==> config.mk <==
export PLATFORM = sky130hd
export DESIGN_NAME = plcio_top
export DESIGN_NICKNAME = d
export VERILOG_FILES = /design/src/inc/plcio_pkg.sv /design/src/logic/plcio_top.sv
export VERILOG_INCLUDE_DIRS = /design/src /design/src/inc
export SDC_FILE = /design/constraint.sdc
export NUM_CORES = 2
export LEC_CHECK = 0
export CAP_MARGIN = 20
export CELL_PAD_IN_SITES_DETAIL_PLACEMENT = 0
export CELL_PAD_IN_SITES_GLOBAL_PLACEMENT = 1
export CORE_ASPECT_RATIO = 0.75
export CORE_MARGIN = 8
export CORE_UTILIZATION = 51
export CTS_CLUSTER_SIZE = 25
export DETAILED_ROUTE_END_ITERATION = 12
export DONT_BUFFER_PORTS = 1
export GPL_TIMING_DRIVEN = 0
export PLACE_DENSITY_LB_ADDON = 0.3
export SKIP_CTS_REPAIR_TIMING = 1
export SLEW_MARGIN = 20
export SYNTH_ARGS = -nofsm -noshare
export SYNTH_HDL_FRONTEND = slang
export SYNTH_SLANG_ARGS = --single-unit
export TNS_END_PERCENT = 1
==> constraint.sdc <==
create_clock -name CORE_CLK_I -period 110.8 [get_ports CORE_CLK_I]
set_clock_uncertainty 0.2 [all_clocks]
set_input_delay 5.54 -clock CORE_CLK_I [delete_from_list [all_inputs] [get_ports CORE_CLK_I]]
set_output_delay 5.54 -clock CORE_CLK_I [all_outputs]
set_load 0.005 [all_outputs]
==> src/inc/plcio_regs.svh <==
// register offsets, reset values, limits and timing of the special registers
`ifndef PLCIO_REGS_SVH
`define PLCIO_REGS_SVH

`define PLCIO_AIN_OFS 8'h00
`define PLCIO_AOUT_OFS 8'h0c
`define PLCIO_SAMPLE_OFS 8'h1c
`define PLCIO_TOT_LO_OFS 8'h20
`define PLCIO_TOT_HI_OFS 8'h24
`define PLCIO_CLEAR_OFS 8'h28
`define PLCIO_RUN_OFS 8'h2c
`define PLCIO_TARGET_OFS 8'h30
`define PLCIO_FEEDBK_OFS 8'h34
`define PLCIO_PIDOUT_OFS 8'h38
`define PLCIO_PIDRUN_OFS 8'h3c
`define PLCIO_PIDACT_OFS 8'h40
`define PLCIO_SCALE_OFS 8'h44
`define PLCIO_PRESC_OFS 8'h48
`define PLCIO_OUTSRC_OFS 8'h4c

`define PLCIO_WORD_RST 16'h0000
`define PLCIO_PIDACT_RST 16'h000a
`define PLCIO_SCALE_RST 16'h0000
`define PLCIO_PRESC_RST 16'h0001
`define PLCIO_OUTSRC_RST 32'h0000_0000

`define PLCIO_SRC_PLC 8'h07
`define PLCIO_SAMPLE_MAX 16'h7fff
`define PLCIO_LOW_MOD 32'h0000_2710
`define PLCIO_TOTAL_MAX 32'h2710_fe0f
`define PLCIO_PCT_MAX 17'sh02710
`define PLCIO_RESP_OK 2'h0
`define PLCIO_RESP_ERR 2'h2

`define PLCIO_CLK_NS 20
`define PLCIO_CYCLE_US 1000
`define PLCIO_CYCLE_CLKS (`PLCIO_CYCLE_US * 1000 / `PLCIO_CLK_NS)

`endif

==> src/inc/plcio_pkg.sv <==
// bus carrier structs and pid source type of the special register block
`default_nettype none
package plcio_pkg;

    typedef struct packed {
        logic [7:0] awaddr;
        logic awvalid;
        logic [31:0] wdata;
        logic [3:0] wstrb;
        logic wvalid;
        logic bready;
        logic [7:0] araddr;
        logic arvalid;
        logic rready;
    } plcio_axi_req_t;

    typedef struct packed {
        logic awready;
        logic wready;
        logic bvalid;
        logic [1:0] bresp;
        logic arready;
        logic rvalid;
        logic [31:0] rdata;
        logic [1:0] rresp;
    } plcio_axi_rsp_t;

    typedef enum logic [1:0] {
        PLCIO_PID_EXT = 2'b00,
        PLCIO_PID_DEV = 2'b01,
        PLCIO_PID_SPPV = 2'b10
    } plcio_pid_src_t;

endpackage : plcio_pkg
`default_nettype wire

==> src/logic/plcio_top.sv <==
// special register bank: analog i/o, pulse-train counter and pid operands
`timescale 1ns/1ps
`default_nettype none
`include "plcio_regs.svh"

// Contract
// RL1: three read-only analog input registers in 0.1% steps, always readable.
// RL2: analog registers exchange with terminals only at end of scan.
// RL3: four writable analog output registers drive their terminals.
// RL4: a terminal follows its register only when its source selection is 7.
// RL5: pulses per count cycle give a sample result of 0 to 32767.
// RL6: sample equals pulses times prescale times selected scaling factor.
// RL7: scaling select 0..5: none, x1, x0.1, x0.01, x0.001, x0.0001.
// RL8: prescale value 0 to 32767, reset to 1, used in sample.
// RL9: samples accumulate; low word 0 to 9999, separate high word.
// RL10: clear register 1 clears the pulse counts, 0 leaves them.
// RL11: pulses are counted only while the run register holds 1.
// RL12: pid select picks source and direction; odd forward, even reverse.
// RL13: selections 90 to 101 compute pid but do not drive frequency. Here only 90, 91, 100 and 101 do; 92 to 99 run no pid.
// RL14: target register means set point or deviation by pid select.
// RL15: target or deviation is signed -100..100% in 0.01% units.
// RL16: feedback is 0..100% in 0.01% units.
// RL17: deviation selections ignore the feedback register.
// RL18: pid result register is signed -100..100% in 0.01% units.
// RL19: pid run register 1 runs pid, 0 stops; replaces external enable.
// RL20: out-of-range pid operands act as the nearest range limit.
// RL21: stopped counting holds sample and total until restart or clear.
// RL22: registers are 16-bit words; writable ones reset to zero. Here the source word is 32 bits, pid select resets to 10 and prescale to 1.
module plcio_top #(
    parameter int unsigned CYCLE_CLKS = `PLCIO_CYCLE_CLKS
) (
    input wire logic CORE_CLK_I,
    input wire logic RST_N_I,
    input wire plcio_pkg::plcio_axi_req_t AXI_REQ_I,
    output plcio_pkg::plcio_axi_rsp_t AXI_RSP_O,
    input wire logic SCAN_END_I,
    input wire logic [15:0] AIN_A_I,
    input wire logic [15:0] AIN_B_I,
    input wire logic [15:0] AIN_C_I,
    input wire logic PULSE_PIN_I,
    input wire logic EXT_PID_EN_PIN_I,
    output logic [15:0] AOUT_METER_O,
    output logic [15:0] AOUT_MAIN_O,
    output logic [15:0] AOUT_OPT_A_O,
    output logic [15:0] AOUT_OPT_B_O,
    output logic [3:0] AOUT_PLC_O,
    output logic [15:0] PID_MV_O,
    output logic PID_RUN_O,
    output logic PID_APPLY_O
);
    import plcio_pkg::*;

    // merge a bus write into a 16-bit register through the low byte lanes
    function automatic logic [15:0] merge16(input logic [15:0] old,
                                            input logic [31:0] d,
                                            input logic [3:0] s);
        merge16 = {s[1] ? d[15:8] : old[15:8], s[0] ? d[7:0] : old[7:0]};
    endfunction : merge16

    // signed clamp used for every percent operand and result
    function automatic logic signed [16:0] clamp17(input logic signed [17:0] x,
                                                   input logic signed [16:0] lo,
                                                   input logic signed [16:0] hi);
        if (x > 18'(hi)) clamp17 = hi;
        else if (x < 18'(lo)) clamp17 = lo;
        else clamp17 = 17'(x);
    endfunction : clamp17

    // pulses times prescale times decimal factor, saturated; select 0 and codes 6 and 7 give the pulses alone
    function automatic logic [15:0] scale(input logic [15:0] n,
                                          input logic [15:0] pre,
                                          input logic [2:0] sel);
        logic [30:0] prod;
        logic [30:0] q;
        prod = 31'(n) * 31'(pre[14:0]);
        case (sel)
            3'h1: q = prod;
            3'h2: q = prod / 31'h0000000a;
            3'h3: q = prod / 31'h00000064;
            3'h4: q = prod / 31'h000003e8;
            3'h5: q = prod / 31'h00002710;
            default: q = 31'(n);
        endcase
        scale = (q > 31'(`PLCIO_SAMPLE_MAX)) ? `PLCIO_SAMPLE_MAX : q[15:0];
    endfunction : scale

    // pid source from the action selection code
    function automatic plcio_pid_src_t pid_src(input logic [15:0] code);
        if (code == 16'h0046 || code == 16'h0047 ||
            code == 16'h005a || code == 16'h005b) pid_src = PLCIO_PID_DEV;
        else if (code == 16'h0050 || code == 16'h0051 ||
                 code == 16'h0064 || code == 16'h0065) pid_src = PLCIO_PID_SPPV;
        else pid_src = PLCIO_PID_EXT;
    endfunction : pid_src

    // ---------------- bus slave state ----------------
    logic aw_have_q, w_have_q, bvalid_q, rvalid_q;
    logic awready_q, wready_q, arready_q;
    logic [7:0] awaddr_q;
    logic [31:0] wdata_q, rdata_q;
    logic [3:0] wstrb_q;
    logic [1:0] bresp_q, rresp_q;

    // ---------------- register state ----------------
    logic [15:0] ain_q [3];
    logic [15:0] aout_q [4];
    logic [15:0] aterm_q [4];
    logic [3:0] aplc_q;
    logic [15:0] clear_q, run_q, target_q, feedbk_q, pidrun_q;
    logic [15:0] pidact_q, scale_q, presc_q, pidout_q;
    logic [31:0] outsrc_q;
    logic apply_q, pid_en_q;
    logic [15:0] cnt_q, sample_q;
    logic [31:0] total_q;
    logic [31:0] cyc_q;
    logic pls_s1_q, pls_s2_q, pls_s3_q, ext_s1_q, ext_s2_q;

    // handshake decode; address and data may arrive in either order
    wire aw_fire = AXI_REQ_I.awvalid & awready_q;
    wire w_fire = AXI_REQ_I.wvalid & wready_q;
    wire ar_fire = AXI_REQ_I.arvalid & arready_q;
    wire aw_ok = aw_have_q | aw_fire;
    wire w_ok = w_have_q | w_fire;
    wire do_write = aw_ok & w_ok;
    wire [7:0] wa = aw_have_q ? awaddr_q : AXI_REQ_I.awaddr;
    wire [31:0] wd = w_have_q ? wdata_q : AXI_REQ_I.wdata;
    wire [3:0] ws = w_have_q ? wstrb_q : AXI_REQ_I.wstrb;
    wire aw_have_d = aw_ok & ~do_write;
    wire w_have_d = w_ok & ~do_write;
    wire bvalid_d = do_write | (bvalid_q & ~AXI_REQ_I.bready);
    wire rvalid_d = ar_fire | (rvalid_q & ~AXI_REQ_I.rready);

    // write decode of each writable word
    wire we_clear = do_write && wa == `PLCIO_CLEAR_OFS;
    wire we_run = do_write && wa == `PLCIO_RUN_OFS;
    wire we_target = do_write && wa == `PLCIO_TARGET_OFS;
    wire we_feedbk = do_write && wa == `PLCIO_FEEDBK_OFS;
    wire we_pidrun = do_write && wa == `PLCIO_PIDRUN_OFS;
    wire we_pidact = do_write && wa == `PLCIO_PIDACT_OFS;
    wire we_scale = do_write && wa == `PLCIO_SCALE_OFS;
    wire we_presc = do_write && wa == `PLCIO_PRESC_OFS;
    wire we_outsrc = do_write && wa == `PLCIO_OUTSRC_OFS;
    wire we_aout = do_write && wa >= `PLCIO_AOUT_OFS &&
                   wa < `PLCIO_SAMPLE_OFS && wa[1:0] == 2'h0;
    wire [1:0] aout_idx = 2'((wa - `PLCIO_AOUT_OFS) >> 2);
    wire w_mapped = we_clear | we_run | we_target | we_feedbk | we_pidrun |
                    we_pidact | we_scale | we_presc | we_outsrc | we_aout;

    // pulse total split into decimal words
    wire [15:0] tot_lo = 16'(total_q % `PLCIO_LOW_MOD); // see RL9
    wire [15:0] tot_hi = 16'(total_q / `PLCIO_LOW_MOD); // see RL9

    // read decode; unmapped addresses answer with an error and zero data
    logic [15:0] rd_word;
    logic rd_hit;
    always_comb begin
        rd_word = 16'h0000;
        rd_hit = 1'b1;
        if (AXI_REQ_I.araddr == `PLCIO_AIN_OFS) rd_word = ain_q[0]; // see RL1
        else if (AXI_REQ_I.araddr == 8'h04) rd_word = ain_q[1];
        else if (AXI_REQ_I.araddr == 8'h08) rd_word = ain_q[2];
        else if (AXI_REQ_I.araddr == `PLCIO_AOUT_OFS) rd_word = aout_q[0];
        else if (AXI_REQ_I.araddr == 8'h10) rd_word = aout_q[1];
        else if (AXI_REQ_I.araddr == 8'h14) rd_word = aout_q[2];
        else if (AXI_REQ_I.araddr == 8'h18) rd_word = aout_q[3];
        else if (AXI_REQ_I.araddr == `PLCIO_SAMPLE_OFS) rd_word = sample_q;
        else if (AXI_REQ_I.araddr == `PLCIO_TOT_LO_OFS) rd_word = tot_lo;
        else if (AXI_REQ_I.araddr == `PLCIO_TOT_HI_OFS) rd_word = tot_hi;
        else if (AXI_REQ_I.araddr == `PLCIO_CLEAR_OFS) rd_word = clear_q;
        else if (AXI_REQ_I.araddr == `PLCIO_RUN_OFS) rd_word = run_q;
        else if (AXI_REQ_I.araddr == `PLCIO_TARGET_OFS) rd_word = target_q;
        else if (AXI_REQ_I.araddr == `PLCIO_FEEDBK_OFS) rd_word = feedbk_q;
        else if (AXI_REQ_I.araddr == `PLCIO_PIDOUT_OFS) rd_word = pidout_q;
        else if (AXI_REQ_I.araddr == `PLCIO_PIDRUN_OFS) rd_word = pidrun_q;
        else if (AXI_REQ_I.araddr == `PLCIO_PIDACT_OFS) rd_word = pidact_q;
        else if (AXI_REQ_I.araddr == `PLCIO_SCALE_OFS) rd_word = scale_q;
        else if (AXI_REQ_I.araddr == `PLCIO_PRESC_OFS) rd_word = presc_q;
        else if (AXI_REQ_I.araddr == `PLCIO_OUTSRC_OFS) rd_word = 16'h0000;
        else rd_hit = 1'b0;
    end
    // the source word is the only full 32-bit register
    wire [31:0] rd_data = (AXI_REQ_I.araddr == `PLCIO_OUTSRC_OFS) ?
                          outsrc_q : {16'h0000, rd_word};

    // bus handshake registers; readies drop while an answer waits
    always_ff @(posedge CORE_CLK_I or negedge RST_N_I) begin
        if (!RST_N_I) begin
            aw_have_q <= 1'b0;
            w_have_q <= 1'b0;
            bvalid_q <= 1'b0;
            rvalid_q <= 1'b0;
            awready_q <= 1'b0;
            wready_q <= 1'b0;
            arready_q <= 1'b0;
            awaddr_q <= 8'h00;
            wdata_q <= 32'h0000_0000;
            wstrb_q <= 4'h0;
            bresp_q <= `PLCIO_RESP_OK;
            rresp_q <= `PLCIO_RESP_OK;
            rdata_q <= 32'h0000_0000;
        end else begin
            aw_have_q <= aw_have_d;
            w_have_q <= w_have_d;
            bvalid_q <= bvalid_d;
            rvalid_q <= rvalid_d;
            awready_q <= ~aw_have_d & ~bvalid_d;
            wready_q <= ~w_have_d & ~bvalid_d;
            arready_q <= ~rvalid_d;
            if (aw_fire) awaddr_q <= AXI_REQ_I.awaddr;
            if (w_fire) wdata_q <= AXI_REQ_I.wdata;
            if (w_fire) wstrb_q <= AXI_REQ_I.wstrb;
            if (do_write) bresp_q <= w_mapped ? `PLCIO_RESP_OK : `PLCIO_RESP_ERR;
            if (ar_fire) rdata_q <= rd_data;
            if (ar_fire) rresp_q <= rd_hit ? `PLCIO_RESP_OK : `PLCIO_RESP_ERR;
        end
    end

    // software-written words; zero at reset, config words at their defaults
    always_ff @(posedge CORE_CLK_I or negedge RST_N_I) begin
        if (!RST_N_I) begin
            for (int i = 0; i < 4; i++) aout_q[i] <= `PLCIO_WORD_RST; // see RL22
            clear_q <= `PLCIO_WORD_RST; // see RL22
            run_q <= `PLCIO_WORD_RST;
            target_q <= `PLCIO_WORD_RST;
            feedbk_q <= `PLCIO_WORD_RST;
            pidrun_q <= `PLCIO_WORD_RST;
            pidact_q <= `PLCIO_PIDACT_RST;
            scale_q <= `PLCIO_SCALE_RST; // see RL7
            presc_q <= `PLCIO_PRESC_RST; // see RL8
            outsrc_q <= `PLCIO_OUTSRC_RST;
        end else begin
            if (we_aout) aout_q[aout_idx] <= merge16(aout_q[aout_idx], wd, ws);
            if (we_clear) clear_q <= merge16(clear_q, wd, ws);
            if (we_run) run_q <= merge16(run_q, wd, ws);
            if (we_target) target_q <= merge16(target_q, wd, ws);
            if (we_feedbk) feedbk_q <= merge16(feedbk_q, wd, ws);
            if (we_pidrun) pidrun_q <= merge16(pidrun_q, wd, ws);
            if (we_pidact) pidact_q <= merge16(pidact_q, wd, ws);
            if (we_scale) scale_q <= merge16(scale_q, wd, ws);
            if (we_presc) presc_q <= merge16(presc_q, wd, ws);
            if (we_outsrc) outsrc_q <= wd;
        end
    end

    // pins come from outside the clock; two stages before any use
    always_ff @(posedge CORE_CLK_I or negedge RST_N_I) begin
        if (!RST_N_I) begin
            {pls_s1_q, pls_s2_q, pls_s3_q} <= 3'h0;
            {ext_s1_q, ext_s2_q} <= 2'h0;
        end else begin
            {pls_s1_q, pls_s2_q, pls_s3_q} <= {PULSE_PIN_I, pls_s1_q, pls_s2_q};
            {ext_s1_q, ext_s2_q} <= {EXT_PID_EN_PIN_I, ext_s1_q};
        end
    end

    // analog exchange with the terminals happens only at end of scan
    always_ff @(posedge CORE_CLK_I or negedge RST_N_I) begin
        if (!RST_N_I) begin
            for (int i = 0; i < 3; i++) ain_q[i] <= `PLCIO_WORD_RST;
            for (int i = 0; i < 4; i++) aterm_q[i] <= `PLCIO_WORD_RST;
            aplc_q <= 4'h0;
        end else if (SCAN_END_I) begin
            ain_q[0] <= AIN_A_I; // see RL2
            ain_q[1] <= AIN_B_I;
            ain_q[2] <= AIN_C_I;
            for (int i = 0; i < 4; i++) begin
                aplc_q[i] <= outsrc_q[8*i +: 8] == `PLCIO_SRC_PLC; // see RL4
                aterm_q[i] <= (outsrc_q[8*i +: 8] == `PLCIO_SRC_PLC) ?
                              aout_q[i] : 16'h0000; // see RL3
            end
        end
    end

    // pulse counter: count cycle tick, run gating and clear
    wire edge_seen = pls_s2_q & ~pls_s3_q;
    wire tick = cyc_q == 32'(CYCLE_CLKS - 1);
    wire cnt_run = run_q == 16'h0001; // see RL11
    wire cnt_clr = clear_q == 16'h0001; // see RL10
    wire [15:0] presc_eff = (presc_q > `PLCIO_SAMPLE_MAX) ?
                            `PLCIO_SAMPLE_MAX : presc_q; // see RL8
    wire [15:0] sample_d = scale(cnt_q, presc_eff, scale_q[2:0]); // see RL6
    wire [32:0] tot_sum = 33'(total_q) + 33'(sample_d);
    wire [31:0] total_d = (tot_sum > 33'(`PLCIO_TOTAL_MAX)) ?
                          `PLCIO_TOTAL_MAX : tot_sum[31:0];
    always_ff @(posedge CORE_CLK_I or negedge RST_N_I) begin
        if (!RST_N_I) begin
            cyc_q <= 32'h0000_0000;
            cnt_q <= 16'h0000;
            sample_q <= 16'h0000;
            total_q <= 32'h0000_0000;
        end else begin
            cyc_q <= tick ? 32'h0000_0000 : cyc_q + 32'h0000_0001;
            if (cnt_clr) begin
                cnt_q <= 16'h0000; // see RL10
                sample_q <= 16'h0000;
                total_q <= 32'h0000_0000;
            end else if (cnt_run) begin
                if (tick) begin
                    cnt_q <= {15'h0000, edge_seen};
                    sample_q <= sample_d; // see RL5
                    total_q <= total_d; // see RL9
                end else if (edge_seen && cnt_q != 16'hffff) begin
                    cnt_q <= cnt_q + 16'h0001;
                end
            end
            // stopped: count, sample and total hold their last values while the cycle counter runs on, see RL21
        end
    end

    // pid operands, limited to their ranges before use
    plcio_pid_src_t src;
    assign src = pid_src(pidact_q); // see RL12
    wire fwd = pidact_q[0]; // see RL12
    wire signed [16:0] sp = clamp17(18'(signed'(target_q)),
                                    -`PLCIO_PCT_MAX, `PLCIO_PCT_MAX); // see RL15
    wire signed [16:0] pv = clamp17(18'(signed'(feedbk_q)),
                                    17'sh00000, `PLCIO_PCT_MAX); // see RL16
    // deviation mode takes the target word as error, see RL14 and RL17
    wire signed [17:0] dev = (src == PLCIO_PID_DEV) ? 18'(sp) :
                             18'(sp) - 18'(pv);
    wire signed [16:0] mv = clamp17(fwd ? -dev : dev,
                                    -`PLCIO_PCT_MAX, `PLCIO_PCT_MAX); // see RL20
    wire pid_go = pidrun_q == 16'h0001; // see RL19
    wire plc_pid = src != PLCIO_PID_EXT;
    wire no_apply = pidact_q == 16'h005a || pidact_q == 16'h005b ||
                    pidact_q == 16'h0064 || pidact_q == 16'h0065;

    // pid result is taken at end of scan like the analog exchange
    always_ff @(posedge CORE_CLK_I or negedge RST_N_I) begin
        if (!RST_N_I) begin
            pidout_q <= 16'h0000;
            pid_en_q <= 1'b0;
            apply_q <= 1'b0;
        end else if (SCAN_END_I) begin
            pidout_q <= (plc_pid && pid_go) ? mv[15:0] : 16'h0000; // see RL18
            pid_en_q <= plc_pid ? pid_go : ext_s2_q; // see RL19
            apply_q <= plc_pid && pid_go && !no_apply; // see RL13
        end
    end

    // outputs, all straight from flip-flops
    assign AXI_RSP_O = '{awready: awready_q, wready: wready_q,
                         bvalid: bvalid_q, bresp: bresp_q,
                         arready: arready_q, rvalid: rvalid_q,
                         rdata: rdata_q, rresp: rresp_q};
    assign AOUT_METER_O = aterm_q[0];
    assign AOUT_MAIN_O = aterm_q[1];
    assign AOUT_OPT_A_O = aterm_q[2];
    assign AOUT_OPT_B_O = aterm_q[3];
    assign AOUT_PLC_O = aplc_q;
    assign PID_MV_O = pidout_q;
    assign PID_RUN_O = pid_en_q;
    assign PID_APPLY_O = apply_q;
endmodule : plcio_top
`default_nettype wire

==> impl_results.rst <==
.. list-table::
   :header-rows: 1

   * - Metric
     - Value
   * - Run status
     - finished clean
   * - Initial standard-cell utilization of the core
     - 51.2%
   * - Wire length of the first global-routing pass
     - 331 mm
   * - Highest net fanout along the worst path
     - 19
   * - Worst hold path type
     - flip-flop to flip-flop
   * - Number of placed I/O pins
     - 237
   * - Die Footprint
     - 132,000 sq um
   * - Number of unique standard cell types used by synthesis
     - 170
   * - Kind of end point of the critical path
     - flip-flop
   * - Final wirelength
     - 215 mm
   * - DP HPWL
     - 170 mm
   * - Die Span Y
     - 316 um
   * - Layout cell share with drive strength beyond 1
     - 9.84%
   * - Timing-limited maximum frequency
     - 9.60 MHz
   * - Instance count along the most critical hold path
     - 0
   * - Total cell area at the placement stage
     - 63,700 sq um
   * - Critical path data arrival time
     - 104,550 ps
   * - Number of filler cells placed in the layout
     - 11,200
   * - Top delay family on crit path
     - compound AO/OA/AOI/OAI gates
   * - Max-slew violation total from the final report
     - 0
   * - Slowest stage delay, CP
     - 780 ps
   * - Number of CTS-inserted buffers
     - 53
   * - Number of antenna violations at the first check in global routing
     - 6
   * - Clock transition at the registers of the reported paths
     - 70 ps
   * - Initial DRC count
     - 7,081
   * - Overall track demand over capacity in global routing
     - 31.0%
   * - Relative slew slack
     - 30.2%
   * - Layout-stage area growth over the synthesis result
     - 8.08%
   * - Post-route cell area
     - 66,200 sq um
   * - Buffers and inverters on the worst path
     - 60
   * - Most frequent standard cell in the layout excluding fill and tap cells
     - sky130_fd_sc_hd__nand2_1
   * - Number of remaining DRC errors
     - 0
   * - Flop-to-flop setup slack
     - 6590 ps
   * - Synth Warn #
     - 0
   * - CP most frequent cell
     - sky130_fd_sc_hd__o21a_1
   * - Max Cap Viol
     - 0
   * - Number of global-route vias before repair
     - 56,000
   * - Number of synthesized register bits
     - 542
   * - Pin count of the biggest net entering global routing
     - 543
   * - Master cell of the clock root buffer
     - sky130_fd_sc_hd__clkbuf_16
   * - Via-to-Cell Ratio
     - 6.53
   * - Transition time at the pin with the least slew margin
     - 1040 ps
   * - Layout Nets
     - 8,384
   * - Mean area per synthesized cell
     - 8.08 sq um
   * - Count of flip-flops with a built-in enable after synthesis
     - 0
   * - CORE AREA
     - 120,000 sq um
   * - Gpl congestion
     - 1.01
   * - Drt pass-1 iters
     - 9
   * - Insertion delay of the later-clocked pin in the worst-skew pair
     - 650 ps
   * - Critical Path RT
     - 111,140 ps
   * - Count of nets left with antenna violations after detail routing
     - 0
   * - Number of buffers inserted by port buffering
     - 0
   * - Grt ovf
     - 0
   * - Primary FF master, synth
     - sky130_fd_sc_hd__dfrtp_1
   * - Number of instances in the synthesized netlist
     - 7,577
   * - Combined area of all synthesized cells
     - 61,300 sq um
   * - Instance count on the critical path
     - 506
   * - Share of synthesized area occupied by flip-flops and latches
     - 22.1%
   * - Width of the die
     - 416 um
   * - CTS H-Tree Depth
     - 2
   * - Critical path's slowest cell
     - sky130_fd_sc_hd__o41ai_1
   * - Crit Path Class
     - flip-flop to flip-flop
   * - Minimum clock period
     - 104,210 ps
   * - CTS tree
     - done
   * - DR vias
     - 60,700
   * - Hold Fails Final Rpt
     - 0
   * - Number of placement rows
     - 110
   * - Final clock period utilization by the worst path
     - 94.0%
   * - Commonest cells after routing, fill and taps aside
     - 847 x sky130_fd_sc_hd__nand2_1, 595 x sky130_fd_sc_hd__nor2_1, 539 x sky130_fd_sc_hd__dfrtp_1
   * - Async set or reset register ratio after synthesis
     - 100%
   * - Setup Viol. Count Final
     - 0
   * - DR WL/cell
     - 23.1 um
   * - Cell count of the worst reg-to-reg path
     - 506
   * - Kind of launch point of the worst setup path
     - flip-flop
   * - Total clock sinks
     - 542
   * - Clock tree buffer depth
     - 3
[sequential cells by signal, summed over array words and instances (netlist names), 16 cells and up]
name / flops
AOUT_MAIN_O: 16
AOUT_METER_O: 16
AOUT_OPT_A_O: 16
AOUT_OPT_B_O: 16
PID_MV_O: 16
ain_q: 48
aout_q: 64
clear_q: 16
cnt_q: 16
cyc_q: 32
feedbk_q: 16
outsrc_q: 32
pidact_q: 16
pidrun_q: 16
presc_q: 16
rdata_q: 32
run_q: 16
sample_q: 16
scale_q: 16
target_q: 16
total_q: 32
wdata_q: 32
[kinds of logic (layout without fill, tap and decap cells)]
logic type | after synthesis | in the layout | synth area share [%]
xor+xnor | 281 | 281 | 4.10
other cells | 2 | 11 | 0.0123
mux | 271 | 271 | 5.14
flops | 542 | 542 | 22.1
compound gates | 2351 | 2351 | 26.4
buf+inv | 698 | 843 | 4.70
fa+ha+maj | 606 | 606 | 14.6
simple gates | 2826 | 2826 | 22.9
[stage by stage]
stage | utilization (%) | std cells | setup WS (ps) | hold slack [ps] | TNS, ps
floorplan | - | 7579 | 16670 | 131 | 0
global placement | 52.9 | 9147 | -401 | 134 | -2880
detailed placement | 53.2 | 9166 | -1750 | 136 | -39970
CTS | 54.8 | 9265 | -2320 | 166 | -56910
global route | 55.3 | 9295 | -392 | 172 | -4040
finish | 55.4 | 9299 | 6590 | 159 | 0
[metal layers]
| metal | up-vias | track usage (%) | wire (um) |
|---|---|---|---|
| met5 | - | 0 | 13 |
| met4 | 2 | 7.16 | 5730 |
| met3 | 294 | 7.34 | 22200 |
| met2 | 2716 | 44.3 | 87300 |
| met1 | 29500 | 46.9 | 99400 |
| li1 | 28200 | - | - |
[layout make-up]
cell class	instances	area (sq um)	area share, %
timing repair buffer	49	473	0.714
antenna	7	17.5	0.0265
tap	1568	1960	2.96
multi-input combinational	6339	45400	68.5
buffer	333	1590	2.41
sequential	542	13600	20.5
clock inverter	26	368	0.556
inverter	362	1370	2.06
clock buffer	73	1500	2.27
[Yosys cell counts (27+ instances only)]
| cell type | count | share of area [%] |
|---|---|---|
| sky130_fd_sc_hd__or3_1 | 62 | 0.63 |
| sky130_fd_sc_hd__a22oi_1 | 57 | 0.70 |
| sky130_fd_sc_hd__o31ai_1 | 123 | 1.5 |
| sky130_fd_sc_hd__a31oi_1 | 80 | 0.82 |
| sky130_fd_sc_hd__clkbuf_1 | 252 | 1.5 |
| sky130_fd_sc_hd__inv_1 | 358 | 2.2 |
| sky130_fd_sc_hd__nor2b_1 | 101 | 1.0 |
| sky130_fd_sc_hd__a21o_1 | 88 | 1.1 |
| sky130_fd_sc_hd__nand3_1 | 174 | 1.4 |
| sky130_fd_sc_hd__o221ai_1 | 27 | 0.39 |
| sky130_fd_sc_hd__a221oi_1 | 36 | 0.51 |
| sky130_fd_sc_hd__xnor2_1 | 173 | 2.5 |
| sky130_fd_sc_hd__o21ai_0 | 492 | 4.0 |
| sky130_fd_sc_hd__nor3_1 | 316 | 2.6 |
| sky130_fd_sc_hd__xor2_1 | 103 | 1.5 |
| sky130_fd_sc_hd__ha_1 | 412 | 8.4 |
| sky130_fd_sc_hd__o21bai_1 | 27 | 0.33 |
| sky130_fd_sc_hd__o22ai_1 | 32 | 0.33 |
| sky130_fd_sc_hd__nand4_1 | 92 | 0.94 |
| sky130_fd_sc_hd__a22o_1 | 96 | 1.4 |
| sky130_fd_sc_hd__nand2_1 | 850 | 5.2 |
| sky130_fd_sc_hd__a31o_2 | 29 | 0.41 |
| sky130_fd_sc_hd__or2_2 | 75 | 0.77 |
| sky130_fd_sc_hd__buf_4 | 29 | 0.36 |
| sky130_fd_sc_hd__a21oi_1 | 474 | 3.9 |
| sky130_fd_sc_hd__o21a_1 | 216 | 2.6 |
| sky130_fd_sc_hd__mux2i_1 | 101 | 1.7 |
| sky130_fd_sc_hd__nand2b_1 | 50 | 0.51 |
| sky130_fd_sc_hd__mux2_2 | 144 | 2.6 |
| sky130_fd_sc_hd__o21ai_1 | 43 | 0.35 |
| sky130_fd_sc_hd__a211oi_1 | 53 | 0.65 |
| sky130_fd_sc_hd__fa_1 | 182 | 5.9 |
| sky130_fd_sc_hd__and2_1 | 153 | 1.6 |
| sky130_fd_sc_hd__o2111ai_1 | 28 | 0.40 |
| sky130_fd_sc_hd__o211ai_1 | 78 | 0.96 |
| sky130_fd_sc_hd__nor2_1 | 605 | 3.7 |
| sky130_fd_sc_hd__and3_1 | 57 | 0.58 |
| sky130_fd_sc_hd__nor4_1 | 70 | 0.71 |
| sky130_fd_sc_hd__dfrtp_1 | 539 | 22 |
| sky130_fd_sc_hd__nand3b_1 | 34 | 0.42 |
[final timing paths]
check	from	end
min in group asynchronous	RST_N_I	AOUT_OPT_A_O[7]
max in group asynchronous	RST_N_I	cyc_q[23]
worst max-delay path	presc_q[15]	total_q[23]
worst max register to register	presc_q[15]	total_q[23]
worst min register to register	ext_s1_q	ext_s2_q
worst min-delay path	ext_s1_q	ext_s2_q
Power is left out: the tool's default activity adds up to more than one toggle a clock period on the data nets, which glitch-free logic cannot reach.
